### src/design/mac_rx_stats_pkg.sv
// constants for the receive statistics slice: register offsets, reset
// values and the checksum-offload mask/status field positions.
// assumes a 32-bit apb register port with byte addresses.
package mac_rx_stats_pkg;

    // ------------------------------------------------------------
    // bus geometry
    // ------------------------------------------------------------
    localparam int DATA_W = 32;
    localparam int ADDR_W = 12;
    localparam int STRB_W = DATA_W / 8;

    // ------------------------------------------------------------
    // register byte offsets
    // ------------------------------------------------------------
    localparam logic [ADDR_W-1:0] RX_LENGTH_MISMATCH_COUNT_OFFSET = 12'h1c8;
    localparam logic [ADDR_W-1:0] RX_FIFO_OVERFLOW_DROP_COUNT_OFFSET = 12'h1d4;
    localparam logic [ADDR_W-1:0] CHECKSUM_COUNTER_INTERRUPT_MASK_OFFSET = 12'h200;
    localparam logic [ADDR_W-1:0] CHECKSUM_COUNTER_INTERRUPT_STATUS_OFFSET = 12'h208;

    // ------------------------------------------------------------
    // reset values
    // ------------------------------------------------------------
    localparam logic [DATA_W-1:0] RX_LENGTH_MISMATCH_COUNT_RESET = 32'h0000_0000;
    localparam logic [DATA_W-1:0] RX_FIFO_OVERFLOW_DROP_COUNT_RESET = 32'h0000_0000;
    localparam logic [DATA_W-1:0] CHECKSUM_COUNTER_INTERRUPT_MASK_RESET = 32'h0000_0000;
    localparam logic [DATA_W-1:0] CHECKSUM_COUNTER_INTERRUPT_STATUS_RESET = 32'h0000_0000;

    // ------------------------------------------------------------
    // mask and status field positions (same layout in both)
    // ------------------------------------------------------------
    localparam int MASK_ICMP_ERROR_BYTES = 29;
    localparam int MASK_TCP_ERROR_BYTES = 27;
    localparam int MASK_UDP_ERROR_BYTES = 25;
    localparam int MASK_IPV6_HEADER_ERROR_BYTES = 22;
    localparam int MASK_IPV4_HEADER_ERROR_BYTES = 17;
    localparam int MASK_ICMP_ERROR_FRAMES = 13;
    localparam int MASK_TCP_ERROR_FRAMES = 11;
    localparam int MASK_UDP_ERROR_FRAMES = 9;
    localparam int MASK_IPV6_HEADER_ERROR_FRAMES = 6;
    localparam int MASK_IPV6_GOOD_DATAGRAMS = 5;
    localparam int MASK_IPV4_HEADER_ERROR_FRAMES = 1;
    localparam int MASK_IPV4_GOOD_DATAGRAMS = 0;

    // bits that exist; every other bit is reserved and reads zero
    localparam logic [DATA_W-1:0] CHECKSUM_FIELD_BITS = 32'h2a42_2a63;

endpackage

### src/design/mac_rx_stats.sv
// receive statistics slice: length-mismatch and fifo-overflow drop
// counters, plus the checksum-offload counter interrupt mask and status.
// assumes apb from logic on mclk_in, and event pulses from the receive
// datapath and the checksum-offload counters on the same clock.
// usage notes
//
// - both counters are plain binary and wrap from all ones to zero;
//   software that wants a rate must read twice and subtract.
//
// - a software write to a counter in the same cycle as an event pulse
//   keeps the written value and loses the pulse; this keeps a clear
//   by writing zero exact, at the cost of one possible missed count.
//
// - the status register is cleared by reading it, not by writing;
//   writes to it are accepted with no error and change nothing.
//
// - only the status bits that the read actually returned are cleared,
//   so a threshold event that arrives while a read is in flight
//   is never lost.
//
// - the mask gates only the interrupt pin; status bits record every
//   threshold event whatever the mask holds.
//
// - reserved mask and status bits read zero and cannot be set.
//
// - there are no wait states: pready is tied high.
//
// The APB slave port was chosen for this implementation.

`timescale 1ns/1ps
`default_nettype none

module mac_rx_stats
(
    input wire logic mclk_in,
    input wire logic rst_in,
    input wire logic psel_in,
    input wire logic penable_in,
    input wire logic pwrite_in,
    input wire logic [mac_rx_stats_pkg::ADDR_W-1:0] paddr_in,
    input wire logic [mac_rx_stats_pkg::DATA_W-1:0] pwdata_in,
    input wire logic [mac_rx_stats_pkg::STRB_W-1:0] pstrb_in,
    output logic [mac_rx_stats_pkg::DATA_W-1:0] prdata_out,
    output logic pready_out,
    output logic pslverr_out,
    input wire logic length_mismatch_frame_in,
    input wire logic fifo_overflow_drop_in,
    input wire logic [mac_rx_stats_pkg::DATA_W-1:0] checksum_offload_threshold_in,
    output logic checksum_offload_irq_out
);

    // ------------------------------------------------------------
    // storage
    // ------------------------------------------------------------
    logic [mac_rx_stats_pkg::DATA_W-1:0] rx_length_mismatch_count;
    logic [mac_rx_stats_pkg::DATA_W-1:0] rx_fifo_overflow_drop_count;
    logic [mac_rx_stats_pkg::DATA_W-1:0] checksum_counter_interrupt_mask;
    logic [mac_rx_stats_pkg::DATA_W-1:0] checksum_counter_interrupt_status;
    logic [mac_rx_stats_pkg::DATA_W-1:0] read_data;
    logic irq;

    // ------------------------------------------------------------
    // apb phase decode
    // ------------------------------------------------------------
    wire setup_phase;
    wire access_phase;
    wire write_access;
    wire read_access;

    // the setup cycle is where read data is captured; the access
    // cycle is where writes land and the status read clears

    assign setup_phase = psel_in && !penable_in;
    assign access_phase = psel_in && penable_in;
    assign write_access = access_phase && pwrite_in;
    assign read_access = access_phase && !pwrite_in;

    // ------------------------------------------------------------
    // address decode
    // ------------------------------------------------------------
    wire hit_length;
    wire hit_overflow;
    wire hit_mask;
    wire hit_status;
    wire hit_any;

    // the full address is compared, so aliases above the block
    // decode as unmapped and answer with an error

    assign hit_length = paddr_in == mac_rx_stats_pkg::RX_LENGTH_MISMATCH_COUNT_OFFSET;
    assign hit_overflow = paddr_in == mac_rx_stats_pkg::RX_FIFO_OVERFLOW_DROP_COUNT_OFFSET;
    assign hit_mask = paddr_in == mac_rx_stats_pkg::CHECKSUM_COUNTER_INTERRUPT_MASK_OFFSET;
    assign hit_status = paddr_in == mac_rx_stats_pkg::CHECKSUM_COUNTER_INTERRUPT_STATUS_OFFSET;
    assign hit_any = hit_length || hit_overflow || hit_mask || hit_status;

    // ------------------------------------------------------------
    // byte-lane merge
    // ------------------------------------------------------------
    wire [mac_rx_stats_pkg::DATA_W-1:0] lane_mask;

    genvar lane;
    generate
        for (lane = 0; lane < mac_rx_stats_pkg::STRB_W; lane = lane + 1)
        begin : g_lane
            assign lane_mask[lane*8 +: 8] = {8{pstrb_in[lane]}};
        end
    endgenerate

    wire [mac_rx_stats_pkg::DATA_W-1:0] length_written;
    wire [mac_rx_stats_pkg::DATA_W-1:0] overflow_written;
    wire [mac_rx_stats_pkg::DATA_W-1:0] mask_written;

    assign length_written = (rx_length_mismatch_count & ~lane_mask) | (pwdata_in & lane_mask);
    assign overflow_written = (rx_fifo_overflow_drop_count & ~lane_mask) | (pwdata_in & lane_mask);
    // reserved mask bits cannot be written
    assign mask_written = ((checksum_counter_interrupt_mask & ~lane_mask) | (pwdata_in & lane_mask))
                          & mac_rx_stats_pkg::CHECKSUM_FIELD_BITS;

    // ------------------------------------------------------------
    // counter next values
    // ------------------------------------------------------------
    wire write_length;
    wire write_overflow;
    wire write_mask;
    wire [mac_rx_stats_pkg::DATA_W-1:0] next_rx_length_mismatch_count;
    wire [mac_rx_stats_pkg::DATA_W-1:0] next_rx_fifo_overflow_drop_count;
    wire [mac_rx_stats_pkg::DATA_W-1:0] next_checksum_counter_interrupt_mask;

    // one write strobe per writable register

    assign write_length = write_access && hit_length;
    assign write_overflow = write_access && hit_overflow;
    assign write_mask = write_access && hit_mask;

    // a software write wins over a same-cycle count; the counter wraps at full scale
    assign next_rx_length_mismatch_count =
        write_length ? length_written
        : length_mismatch_frame_in ? rx_length_mismatch_count + 32'h0000_0001
        : rx_length_mismatch_count;

    assign next_rx_fifo_overflow_drop_count =
        write_overflow ? overflow_written
        : fifo_overflow_drop_in ? rx_fifo_overflow_drop_count + 32'h0000_0001
        : rx_fifo_overflow_drop_count;


    // the mask only changes under software control

    assign next_checksum_counter_interrupt_mask =
        write_mask ? mask_written : checksum_counter_interrupt_mask;

    // ------------------------------------------------------------
    // checksum-offload status: set at half and full scale, read-to-clear
    // ------------------------------------------------------------
    wire [mac_rx_stats_pkg::DATA_W-1:0] status_set;
    wire [mac_rx_stats_pkg::DATA_W-1:0] status_clear;
    wire [mac_rx_stats_pkg::DATA_W-1:0] next_checksum_counter_interrupt_status;

    // threshold pulses arrive already aligned to this clock, one bit
    // per counter, in the same layout as the mask

    // recording ignores the mask entirely
    assign status_set = checksum_offload_threshold_in & mac_rx_stats_pkg::CHECKSUM_FIELD_BITS;
    // only the bits software actually saw are cleared, so an event landing
    // between the setup and access cycles of the read is kept for next time
    assign status_clear = (read_access && hit_status) ? read_data : 32'h0000_0000;
    // set wins over clear
    assign next_checksum_counter_interrupt_status =
        (checksum_counter_interrupt_status & ~status_clear) | status_set;

    // ------------------------------------------------------------
    // interrupt gating, one mask bit per counter
    // ------------------------------------------------------------
    wire [mac_rx_stats_pkg::DATA_W-1:0] ns;
    wire [mac_rx_stats_pkg::DATA_W-1:0] nm;

    // short aliases for the next status and mask, to keep the
    // per-counter gating lines readable

    assign ns = next_checksum_counter_interrupt_status;

    assign nm = next_checksum_counter_interrupt_mask;

    // each counter has its own gate so that a mask bit affects
    // exactly one source and nothing else

    wire pend_icmp_bytes;
    wire pend_tcp_bytes;
    wire pend_udp_bytes;
    wire pend_ipv6_hdr_bytes;
    wire pend_ipv4_hdr_bytes;
    wire pend_icmp_frames;
    wire pend_tcp_frames;
    wire pend_udp_frames;
    wire pend_ipv6_hdr_frames;
    wire pend_ipv6_good;
    wire pend_ipv4_hdr_frames;
    wire pend_ipv4_good;
    wire next_irq;

    assign pend_icmp_bytes = ns[mac_rx_stats_pkg::MASK_ICMP_ERROR_BYTES]
                             && !nm[mac_rx_stats_pkg::MASK_ICMP_ERROR_BYTES];
    assign pend_tcp_bytes = ns[mac_rx_stats_pkg::MASK_TCP_ERROR_BYTES]
                            && !nm[mac_rx_stats_pkg::MASK_TCP_ERROR_BYTES];
    assign pend_udp_bytes = ns[mac_rx_stats_pkg::MASK_UDP_ERROR_BYTES]
                            && !nm[mac_rx_stats_pkg::MASK_UDP_ERROR_BYTES];
    assign pend_ipv6_hdr_bytes = ns[mac_rx_stats_pkg::MASK_IPV6_HEADER_ERROR_BYTES]
                                 && !nm[mac_rx_stats_pkg::MASK_IPV6_HEADER_ERROR_BYTES];
    assign pend_ipv4_hdr_bytes = ns[mac_rx_stats_pkg::MASK_IPV4_HEADER_ERROR_BYTES]
                                 && !nm[mac_rx_stats_pkg::MASK_IPV4_HEADER_ERROR_BYTES];
    assign pend_icmp_frames = ns[mac_rx_stats_pkg::MASK_ICMP_ERROR_FRAMES]
                              && !nm[mac_rx_stats_pkg::MASK_ICMP_ERROR_FRAMES];
    assign pend_tcp_frames = ns[mac_rx_stats_pkg::MASK_TCP_ERROR_FRAMES]
                             && !nm[mac_rx_stats_pkg::MASK_TCP_ERROR_FRAMES];
    assign pend_udp_frames = ns[mac_rx_stats_pkg::MASK_UDP_ERROR_FRAMES]
                             && !nm[mac_rx_stats_pkg::MASK_UDP_ERROR_FRAMES];
    assign pend_ipv6_hdr_frames = ns[mac_rx_stats_pkg::MASK_IPV6_HEADER_ERROR_FRAMES]
                                  && !nm[mac_rx_stats_pkg::MASK_IPV6_HEADER_ERROR_FRAMES];
    assign pend_ipv6_good = ns[mac_rx_stats_pkg::MASK_IPV6_GOOD_DATAGRAMS]
                            && !nm[mac_rx_stats_pkg::MASK_IPV6_GOOD_DATAGRAMS];
    assign pend_ipv4_hdr_frames = ns[mac_rx_stats_pkg::MASK_IPV4_HEADER_ERROR_FRAMES]
                                  && !nm[mac_rx_stats_pkg::MASK_IPV4_HEADER_ERROR_FRAMES];
    assign pend_ipv4_good = ns[mac_rx_stats_pkg::MASK_IPV4_GOOD_DATAGRAMS]
                            && !nm[mac_rx_stats_pkg::MASK_IPV4_GOOD_DATAGRAMS];


    // registered from next values so the pin follows the status with no lag
    // and the pin itself comes straight from a flop, free of glitches
    assign next_irq = pend_icmp_bytes || pend_tcp_bytes || pend_udp_bytes
                      || pend_ipv6_hdr_bytes || pend_ipv4_hdr_bytes
                      || pend_icmp_frames || pend_tcp_frames || pend_udp_frames
                      || pend_ipv6_hdr_frames || pend_ipv6_good
                      || pend_ipv4_hdr_frames || pend_ipv4_good;

    // ------------------------------------------------------------
    // read-back select
    // ------------------------------------------------------------
    wire [mac_rx_stats_pkg::DATA_W-1:0] read_select;

    // one register at most is hit, so the order of this chain is
    // only a matter of style

    // unmapped addresses read zero and flag an error in the access phase
    assign read_select =
        hit_length ? rx_length_mismatch_count
        : hit_overflow ? rx_fifo_overflow_drop_count
        : hit_mask ? checksum_counter_interrupt_mask
        : hit_status ? checksum_counter_interrupt_status
        : 32'h0000_0000;

    // ------------------------------------------------------------
    // registers
    // ------------------------------------------------------------

    // statistics counters: reset clears both, otherwise they take
    // their next values every cycle

    always_ff @(posedge mclk_in)
    begin
        if (rst_in)
        begin
            rx_length_mismatch_count <= mac_rx_stats_pkg::RX_LENGTH_MISMATCH_COUNT_RESET;
            rx_fifo_overflow_drop_count <= mac_rx_stats_pkg::RX_FIFO_OVERFLOW_DROP_COUNT_RESET;
        end
        else
        begin
            rx_length_mismatch_count <= next_rx_length_mismatch_count;
            rx_fifo_overflow_drop_count <= next_rx_fifo_overflow_drop_count;
        end
    end

    // interrupt side: mask, status and the interrupt flop share
    // one process because they always move together

    always_ff @(posedge mclk_in)
    begin
        if (rst_in)
        begin
            checksum_counter_interrupt_mask <= mac_rx_stats_pkg::CHECKSUM_COUNTER_INTERRUPT_MASK_RESET;
            checksum_counter_interrupt_status <= mac_rx_stats_pkg::CHECKSUM_COUNTER_INTERRUPT_STATUS_RESET;
            irq <= 1'b0;
        end
        else
        begin
            checksum_counter_interrupt_mask <= next_checksum_counter_interrupt_mask;
            checksum_counter_interrupt_status <= next_checksum_counter_interrupt_status;
            irq <= next_irq;
        end
    end

    // read data is captured in the setup cycle so it is stable from a flop
    // through the whole access phase
    always_ff @(posedge mclk_in)
    begin
        if (rst_in)
        begin
            read_data <= 32'h0000_0000;
        end
        else if (setup_phase)
        begin
            read_data <= read_select;
        end
    end

    // ------------------------------------------------------------
    // outputs
    // ------------------------------------------------------------

    // read data is a one-cycle-old snapshot: an event that lands in
    // the setup cycle shows on the next read instead

    assign prdata_out = read_data;

    // no wait states: every access completes in its first access cycle
    assign pready_out = 1'b1;

    // the error is a level only during the access phase

    assign pslverr_out = access_phase && !hit_any;

    // level interrupt, high while any unmasked status bit is set

    assign checksum_offload_irq_out = irq;


endmodule

`default_nettype wire

### config.mk
export PLATFORM = sky130hd
export DESIGN_NAME = mac_rx_stats
export DESIGN_NICKNAME = d
export VERILOG_FILES = /design/src/design/mac_rx_stats_pkg.sv /design/src/design/mac_rx_stats.sv
export SDC_FILE = /design/constraint.sdc
export NUM_CORES = 1
export LEC_CHECK = 0
export BUFFER_PORTS_ARGS = -buffer_cell sky130_fd_sc_hd__buf_2
export CAP_MARGIN = 10
export CORE_ASPECT_RATIO = 0.9
export CORE_MARGIN = 4
export CORE_UTILIZATION = 49
export CTS_CLUSTER_SIZE = 28
export DETAILED_ROUTE_END_ITERATION = 12
export PLACE_DENSITY = 0.79
export SLEW_MARGIN = 10
export SYNTH_ARGS = -nofsm -noshare
export SYNTH_HDL_FRONTEND = slang
export SYNTH_SLANG_ARGS = --single-unit
### constraint.sdc
create_clock -name mclk_in -period 3.9 [get_ports mclk_in]
set_input_delay 0.78 -clock mclk_in [delete_from_list [all_inputs] [get_ports mclk_in]]
set_output_delay 0.78 -clock mclk_in [all_outputs]
set_load 0.02 [all_outputs]
==> results of run 1 <==
==> worst paths after layout <==
kind | endpoint | slack [ns]
worst max-delay path | checksum_offload_irq_out | 0.98
worst min-delay path | prdata_out[8] | 0.47
worst max register to register | flop | 1.35
worst min register to register | prdata_out[8] | 0.47
==> logic make-up (layout without fill, tap and decap cells) <==
logic type               Yosys count  in the layout
AND/OR/NAND/NOR                  361            361
buffers and inverters             70            154
adder cells (fa/ha/maj)            2              2
multiplexers                      11             11
AO/OA/AOI/OAI                    236            236
other                              1              1
XOR/XNOR                           2              2
flip-flops                       141            141
==> synth_stat cells, types with 3 or more instances <==
library cell,count,area [um^2]
o21ai_0,39,195
nor4b_1,6,52.6
nor2b_1,3,18.8
mux2_2,4,45.0
a21o_1,6,45.0
a21oi_1,25,125
a221o_1,12,120
mux2i_1,7,70.1
nor4_1,11,68.8
o211a_1,3,30.0
a22oi_1,11,82.6
or3_1,9,56.3
and3_1,50,313
a211oi_1,31,233
a31oi_1,17,106
and2_1,18,113
a2111oi_0,12,105
dfxtp_1,141,2820
or2_2,3,18.8
nand4_1,20,125
nand2_1,78,293
buf_2,12,60.1
and4_1,13,114
a311oi_1,22,193
a221oi_1,11,96.3
o221ai_1,4,35.0
nor2_1,89,334
o211ai_1,10,75.1
a222oi_1,11,110
inv_1,7,26.3
buf_1,3,11.3
a41oi_1,4,35.0
clkbuf_1,46,173
nand3_1,22,110
nor3b_1,5,37.5
nor3_1,21,105
==> layout make-up <==
cell class | instances | area share
Timing Repair Buffer | 116 | 0.0781
Clock buffer | 23 | 0.0602
Sequential cell | 141 | 0.348
Tap cell | 189 | 0.0292
Clock inverter | 8 | 0.00803
Multi-Input combinational cell | 613 | 0.473
Inverter | 7 | 0.00324
==> per-layer routing <==
layer	vias up	share of wire
met1	3389	0.44
met2	358	0.45
met4	0	0.029
li1	3327	-
met3	49	0.082
met5	-	0
==> stage by stage <==
stage	cell area [um^2]	std cells	worst slack, ns
3_5_place_dp	7550	1066	0.636
6_report	8110	1097	0.981
5_1_grt	8110	1097	0.808
3_3_place_gp	7550	1066	0.632
2_1_floorplan	6940	824	0.675
4_1_cts	8110	1097	1.03
==> critical path, delay by kind of cell <==
kind | cells | cell delay, ns
AND/OR/NAND/NOR | 3 | 1.40
AO/OA/AOI/OAI | 3 | 0.88
buffers and inverters | 1 | 0.10
==> power groups by stage <==
stage / Sequential (uW) / Clock, uW / Combinational (uW)
CTS: 1510 / 1540 / 250
detailed placement: 1540 / 0 / 249
global placement: 1540 / 0 / 246
finish: 1510 / 1530 / 253
floorplan: 1550 / 0 / 120
global route: 1510 / 1600 / 273
==> metrics, run 1 <==
crit path launch type=primary input; setup repair after global routing missed its margin=no; count of yosys warnings during synthesis=0; Crit-path slowest cell=nor4_2; worst reg2reg path depth=6; leading cell types in the layout, fill and taps excluded=141 x dfxtp_1, 100 x buf_2, 89 x nor2_1, 78 x nand2_1, 50 x and3_1; worst slew margin relative to its limit=0.403; proportion of synthesized flip-flops having asynchronous set or reset=0; proportion of synthesized area in mux cells=0.0166; Synth Area in Compound Gates=0.254; cell chain of the critical path=buf_2, or3_1, nor4_2, a31oi_1, and3_1, a2111oi_0, a41oi_1; total vias in the final route=7123; number of pins exceeding their max-slew limit in the final report=0; Max H-tree Level=4; clock tree from TritonCTS=yes; Clk Latency, worst-skew pair=0.42 ns; routed length per instance=19.7 um; maxcap violations=0; global routing met1 resource utilization=0.366; xor/xnor share of the synthesized area=0.00253; flop and latch count out of synthesis=141; run status=finished, final reports clean; met3 Use GR=0.0551; Filler Cell Count=1230; switching part of the total=0.240; full die area=0.0161 mm^2; area occupied by registers=0.00282 mm^2; count of final setup violators=0; setup TNS=0 ns; post-synth net total=approximately 900; transition time at the pin with the least slew margin=0.895 ns; count of boundary I/O pins=122; Setup Crit Path Kind=in2reg; sequential group share of total power=0.457; met2 layer usage reported by global route=0.406; number of antenna violations at the first check in global routing=0; worst hold-check path type=reg2reg; crit path DAT=3.16 ns; post-synthesis cell count=824; prevailing post-synth register cell=dfxtp_1; half-perimeter wire length after detailed placement=15100 um; clock sink count=141; cells resized by post-CTS repair=0; number of enable-type register cells in the synthesized netlist=0; mean instance size in the synthesized netlist=8.42 um^2; CTS root buffer=clkbuf_16; proportion of layout cells with a drive suffix above 1=0.177; peak per-stage delay on the critical path=about 0.65 ns; vias in the first global route=~6600; combinational family with the most area after synthesis=simple AND/OR/NAND/NOR gates; maximum vdd ir drop=320 uV; power per unit of standard cell area=406 mW/mm^2; Synth-to-Final Area Change=16.9%; maximum number of pins on one net before global-route repair=between 70 and 80; placeable core area=0.0136 mm^2; quantity of hold-fixing buffers added after cts=0; post-route minimum period=2.92 ns; final hold vios=0; multi-input gate area in the final layout=0.00383 mm^2; first-pass GRT wire length=34300 um; Pwr Total=around 3300 uW; Comb pwr share=0.077; Max Clk Rate=343 MHz; detailed-route wire length=21700 um; most common library cell in the layout ignoring fill and taps=dfxtp_1; origin of the worst min-delay path=checksum_counter_interrupt_status[8]; final global-route overflow total=0; violation count after the first detailed-route iteration=857; first-pass detailed-route iteration total=7; Final GP Congestion=0.928; post-synthesis share of cell area spent on full adders, half adders and majority gates=0.00361; Worst EP required=4.15 ns; share of synthesized cell area in and, or, nand and nor gates=0.275; layer carrying the most global-route usage=met2; Netlist cell types=69; Antenna diodes=0; net switching power=just under 800 uW; Std-Cell Rows=40; residual antenna-violating net count after detailed routing=0; Critical Path Source=paddr_in[11]; Setup crit end kind=flop; post-CTS repair timing setup buffer count=0; Chip Width=133 um; leakage=0.00307 uW; final net count=985; critical path peak fanout=6; number of buffers between clock root and the deepest sink=2; Final Cycle Share=0.748; Reg clk slew, reported paths=0.06 ns; via-per-instance ratio=6.49; post-route worst hold slack=0.467 ns; post-synthesis sequential area ratio=0.407; total global-route track usage=0.265; IO buf count=100; clock buffers created by TritonCTS=17; power share of the clock group=0.466; height of the die=121 um; number of design rule violations left after detail routing=0; total standard cell area after synthesis=0.00694 mm^2; instance count along the most critical hold path=2; Initial Utilization=0.509; total internal power=approximately 2500 uW; clock skew after layout=0.0128 ns; Util after Layout=0.595
No activity file was read; power rests on OpenSTA's default activity.
==> inputs of run 2 (changes only) <==
- PLACE_DENSITY: 0.79 -> 0.82
- clock period: 3.9 -> 2.51 ns (I/O delays scaled with it)
==> metrics, run 2 (synthesis results as in run 1) <==
run status=finished, final reports clean; Chip Width=roughly 130 um; instance count along the most critical hold path=3; slack of the worst reg-to-reg path=0.19 ns; setup TNS=0 ns; first-pass GRT wire length=35700 um; detailed-route wire length=22400 um; Setup crit end kind=flop; number of pins exceeding their max-slew limit in the final report=0; setup repair after global routing missed its margin=no; first-pass detailed-route iteration total=8; half-perimeter wire length after detailed placement=15800 um; crit path DAT=2.58 ns; origin of the worst min-delay path=pwdata_in[16]; clock sink count=approximately 140; number of buffers between clock root and the deepest sink=2; maxcap violations=0; Reg clk slew, reported paths=0.06 ns; final net count=1037; Final Cycle Share=0.925; clock skew after layout=0.00948 ns; CTS root buffer=clkbuf_16; Synth-to-Final Area Change=23.6%; sequential group share of total power=0.440; transition time at the pin with the least slew margin=0.908 ns; routed length per instance=19.5 um; Comb pwr share=0.081; height of the die=~120 um; leading cell types in the layout, fill and taps excluded=141 x dfxtp_1, 100 x buf_2, 89 x nor2_1, 78 x nand2_1, 65 x buf_4; Placed Instance Area=0.00798 mm^2; worst slack at placement=-0.232 ns; crit path launch type=primary input; number of design rule violations left after detail routing=0; Antenna diodes=0; residual antenna-violating net count after detailed routing=0; Final GP Congestion=about 0.96; via-per-instance ratio=6.46; critical path peak fanout=11; Max H-tree Level=4; clock tree from TritonCTS=yes; power per unit of standard cell area=around 600 mW/mm^2; final hold vios=0; most common library cell in the layout ignoring fill and taps=dfxtp_1; min setup slack post-route=0.188 ns; full die area=approximately 0.016 mm^2; Worst EP required=about 2.8 ns; proportion of layout cells with a drive suffix above 1=0.226; worst reg2reg path depth=6; power share of the clock group=0.479; Clk Latency, worst-skew pair=0.42 ns; vias in the first global route=6821; quantity of hold-fixing buffers added after cts=0; worst slew margin relative to its limit=0.394; maximum vdd ir drop=489 uV; leakage=0.00333 uW; violation count after the first detailed-route iteration=839; Initial Utilization=0.509; post-route minimum period=2.32 ns; IO buf count=100; number of antenna violations at the first check in global routing=0; total non-filler cell area in the finished layout=around 0.0086 mm^2; Setup Crit Path Kind=in2reg; placeable core area=0.0136 mm^2; Max Clk Rate=roughly 430 MHz; switching part of the total=0.250; Std-Cell Rows=40; maximum number of pins on one net before global-route repair=79; total internal power=3970 uW; count of boundary I/O pins=122; worst hold-check path type=in2reg; final global-route overflow total=0; count of final setup violators=0; clock buffers created by TritonCTS=17; net switching power=1330 uW; total vias in the final route=7432; total global-route track usage=0.276
[run 2: changes by cell type in the layout (fill, tap and decap cells not counted)]
| cell | delta |
|---|---|
| a2111oi_0 | -1 |
| clkinv_2 | -5 |
| buf_12 | +2 |
| clkinvlp_4 | +6 |
| a2111oi_1 | +1 |
| clkbuf_1 | -2 |
| nor4_2 | +1 |
| clkinv_4 | +2 |
| nor4_1 | -1 |
| clkbuf_8 | -2 |
| inv_6 | +1 |
| bufinv_16 | +1 |
| buf_4 | +50 |
[run 2: per-stage QoR]
| step | hold slack (ns) | power (uW) | util | instances |
|---|---|---|---|---|
| 6_report | 0.339 | 5300 | 0.630 | 1150 |
| 5_1_grt | 0.336 | 5450 | 0.630 | 1150 |
| 4_1_cts | 0.331 | 5300 | 0.630 | 1150 |
| 3_5_place_dp | 0.461 | 2800 | 0.586 | 1118 |
| 3_3_place_gp | 0.459 | 2790 | 0.586 | 1118 |
| 2_1_floorplan | 0.438 | 2600 | - | 824 |
[run 2: worst max path at each step]
stage	from	end	slack [ns]	depth (start not counted)
finish	paddr_in[2]	checksum_offload_irq_out	0.19	9
global route	paddr_in[2]	checksum_offload_irq_out	0.05	8
CTS	paddr_in[6]	pslverr_out	0.20	7
detailed placement	paddr_in[2]	checksum_offload_irq_out	-0.23	8
global placement	paddr_in[2]	checksum_offload_irq_out	-0.14	8
floorplan	paddr_in[3]	pslverr_out	0.05	6
[run 2: power by group through the flow]
stage	Sequential, uW	Clock [uW]	Combinational (uW)
finish	2330	2540	428
floorplan	2410	0	187
CTS	2330	2540	421
detailed placement	2380	0	418
global route	2340	2650	461
global placement	2380	0	412
[run 2: critical path, stage by stage]
cell and delay [ns]:
buf_2 0.11, or4_4 0.58, nor4_4 0.22, buf_4 0.23, buf_4 0.16, nand3_1 0.20
mux2i_1 0.21, a22oi_1 0.24, a41oi_1 0.13
[run 2: layout make-up]
type                       count  area, um^2
clock buffer                  19         453
timing repair buffer         168        1050
tap                          189         236
clock inverter                13         141
inverter                       7        26.3
multi-input combinational    613        3840
sequential                   141        2820
fill                        1184        5040
[run 2: layer usage]
| layer | up-vias | track usage | part of all wire |
|---|---|---|---|
| met4 | 0 | 0.0977 | 0.032 |
| li1 | 3443 | - | - |
| met5 | - | 0 | 0 |
| met3 | 78 | 0.0730 | 0.091 |
| met2 | 404 | 0.434 | 0.45 |
| met1 | 3507 | 0.367 | 0.43 |
[run 2: what timing repair did]
| action | in CTS | in global routing |
|---|---|---|
| buffers inserted | 0 | 0 |
| gates resized for setup | 0 | 1 |
| setup endpoints to repair | 0 | 1 |
==> inputs of run 3 (changes only) <==
- CORE_UTILIZATION: 49 -> 50
- PLACE_DENSITY: 0.82 -> 0.83
==> metrics, run 3 (synthesis results as in run 1) <==
residual antenna-violating net count after detailed routing=0; proportion of layout cells with a drive suffix above 1=0.224; count of boundary I/O pins=122; Chip Width=132 um; post-route minimum period=around 2.4 ns; Final GP Congestion=0.933; detailed-route wire length=between 20000 and 25000 um; total non-filler cell area in the finished layout=0.00854 mm^2; Final Instance Count excl. Fillers=1126; transition time at the pin with the least slew margin=0.878 ns; vias in the first global route=about 7000; crit path launch type=primary input; final hold vios=0; Pwr Total=5350 uW; total global-route track usage=0.283; total vias in the final route=roughly 7400; violation count after the first detailed-route iteration=1075; most common library cell in the layout ignoring fill and taps=dfxtp_1; Setup Crit Path Kind=in2out; Filler Cell Count=1133; quantity of hold-fixing buffers added after cts=0; Final Cycle Share=0.954; Worst EP required=around 2 ns; Clk Latency, worst-skew pair=0.43 ns; height of the die=120 um; number of antenna violations at the first check in global routing=0; worst slew margin relative to its limit=0.415; via-per-instance ratio=6.60; IO buf count=100; count of final setup violators=0; first-pass detailed-route iteration total=6; full die area=between 0.015 and 0.02 mm^2; power per unit of standard cell area=626 mW/mm^2; Placed Instance Area=0.00793 mm^2; clock sink count=141; peak per-stage delay on the critical path=about 0.28 ns; Setup crit end kind=output port; first-pass GRT wire length=approximately 36000 um; Util after Layout=0.634; clock tree from TritonCTS=yes; buffers plus inverters on the worst setup path=4; worst slack at placement=-0.312 ns; cell chain of the critical path=buf_2, buf_4, and4b_1, and4_2, buf_4, nor4_2, buf_2; crit path DAT=1.89 ns; slack of the worst reg-to-reg path=0.25 ns; maximum number of pins on one net before global-route repair=slightly below 80; clock buffers created by TritonCTS=17; Max H-tree Level=4; run status=finished, final reports clean; leading cell types in the layout, fill and taps excluded=141 x dfxtp_1, 100 x buf_2, 89 x nor2_1, 78 x nand2_1, 63 x buf_4; min setup slack post-route=0.117 ns; Max Clk Rate=418 MHz; number of buffers between clock root and the deepest sink=2; post-CTS repair timing setup buffer count=0; Crit-path slowest cell=and4_2; half-perimeter wire length after detailed placement=15600 um; number of design rule violations left after detail routing=0; CTS root buffer=clkbuf_16; cells resized by post-CTS repair=0; critical path peak fanout=18; number of pins exceeding their max-slew limit in the final report=0; Synth-to-Final Area Change=23.1%; routed length per instance=20.1 um; final net count=1035; Reg clk slew, reported paths=0.06 ns; leakage=0.00334 uW; placeable core area=roughly 0.013 mm^2; worst hold-check path type=in2reg; final global-route overflow total=0; setup repair after global routing missed its margin=no; Crit path max-delay family=simple AND/OR/NAND/NOR gates; number of instances in the placed design=approximately 1100; maximum vdd ir drop=493 uV; Std-Cell Rows=40; clock skew after layout=0.0125 ns; Initial Utilization=0.515; Antenna diodes=0; maxcap violations=0
run 3: cell types whose count changed in the layout (fill, tap and decap cells not counted):
| cell | delta |
|---|---|
| a2111oi_1 | -1 |
| a2111oi_2 | +1 |
| and4_1 | -1 |
| and4_2 | +1 |
| buf_4 | -2 |
| bufinv_16 | +1 |
| clkbuf_1 | +1 |
| clkinv_2 | +2 |
| clkinvlp_4 | -4 |
| inv_6 | -1 |
run 3: final timing paths:
path                                                           start            end  cells after the start
worst max register to register                                  flop           flop                      8
worst min register to register  checksum_counter_interrupt_status[8]  prdata_out[8]                      2
worst max-delay path                                     paddr_in[8]    pslverr_out                      7
worst min-delay path                                   pwdata_in[15]           flop                      3
run 3: power breakdown:
group | switching, uW | leakage [uW] | internal, uW
Sequential | 40.8 | 0.00115 | 2290
Combinational | 266 | 0.00190 | 160
Clock | 985 | 0.000292 | 1600
run 3: layer usage:
layer	vias up	global-route usage	wire [um]
met3	86	0.0545	1900
met1	3491	0.382	9610
met2	424	0.444	10200
met4	0	0.121	906
met5	-	0	0
li1	3425	-	-
run 3: cell type report:
cell class                      instances  area [um^2]  area share
Sequential cell                       141         2820       0.331
Clock buffer                           20          457      0.0535
Clock inverter                         11          143      0.0167
Timing Repair Buffer                  166         1030       0.121
Multi-Input combinational cell        613         3850       0.451
Tap cell                              168          210      0.0246
Inverter                                7         26.3     0.00308
run 3: worst register-to-register path: cells and delay by family (launching register included):
kind            cells  cell delay, ns
compound gates      3            0.69
buf+inv             2            0.37
flops               1            0.43
simple gates        3            0.67
run 3: per-stage QoR:
step                hold WS (ns)  setup TNS [ns]
floorplan                  0.438               0
global placement           0.461          -0.618
detailed placement         0.471           -1.50
CTS                        0.333               0
global route               0.338               0
finish                     0.338               0
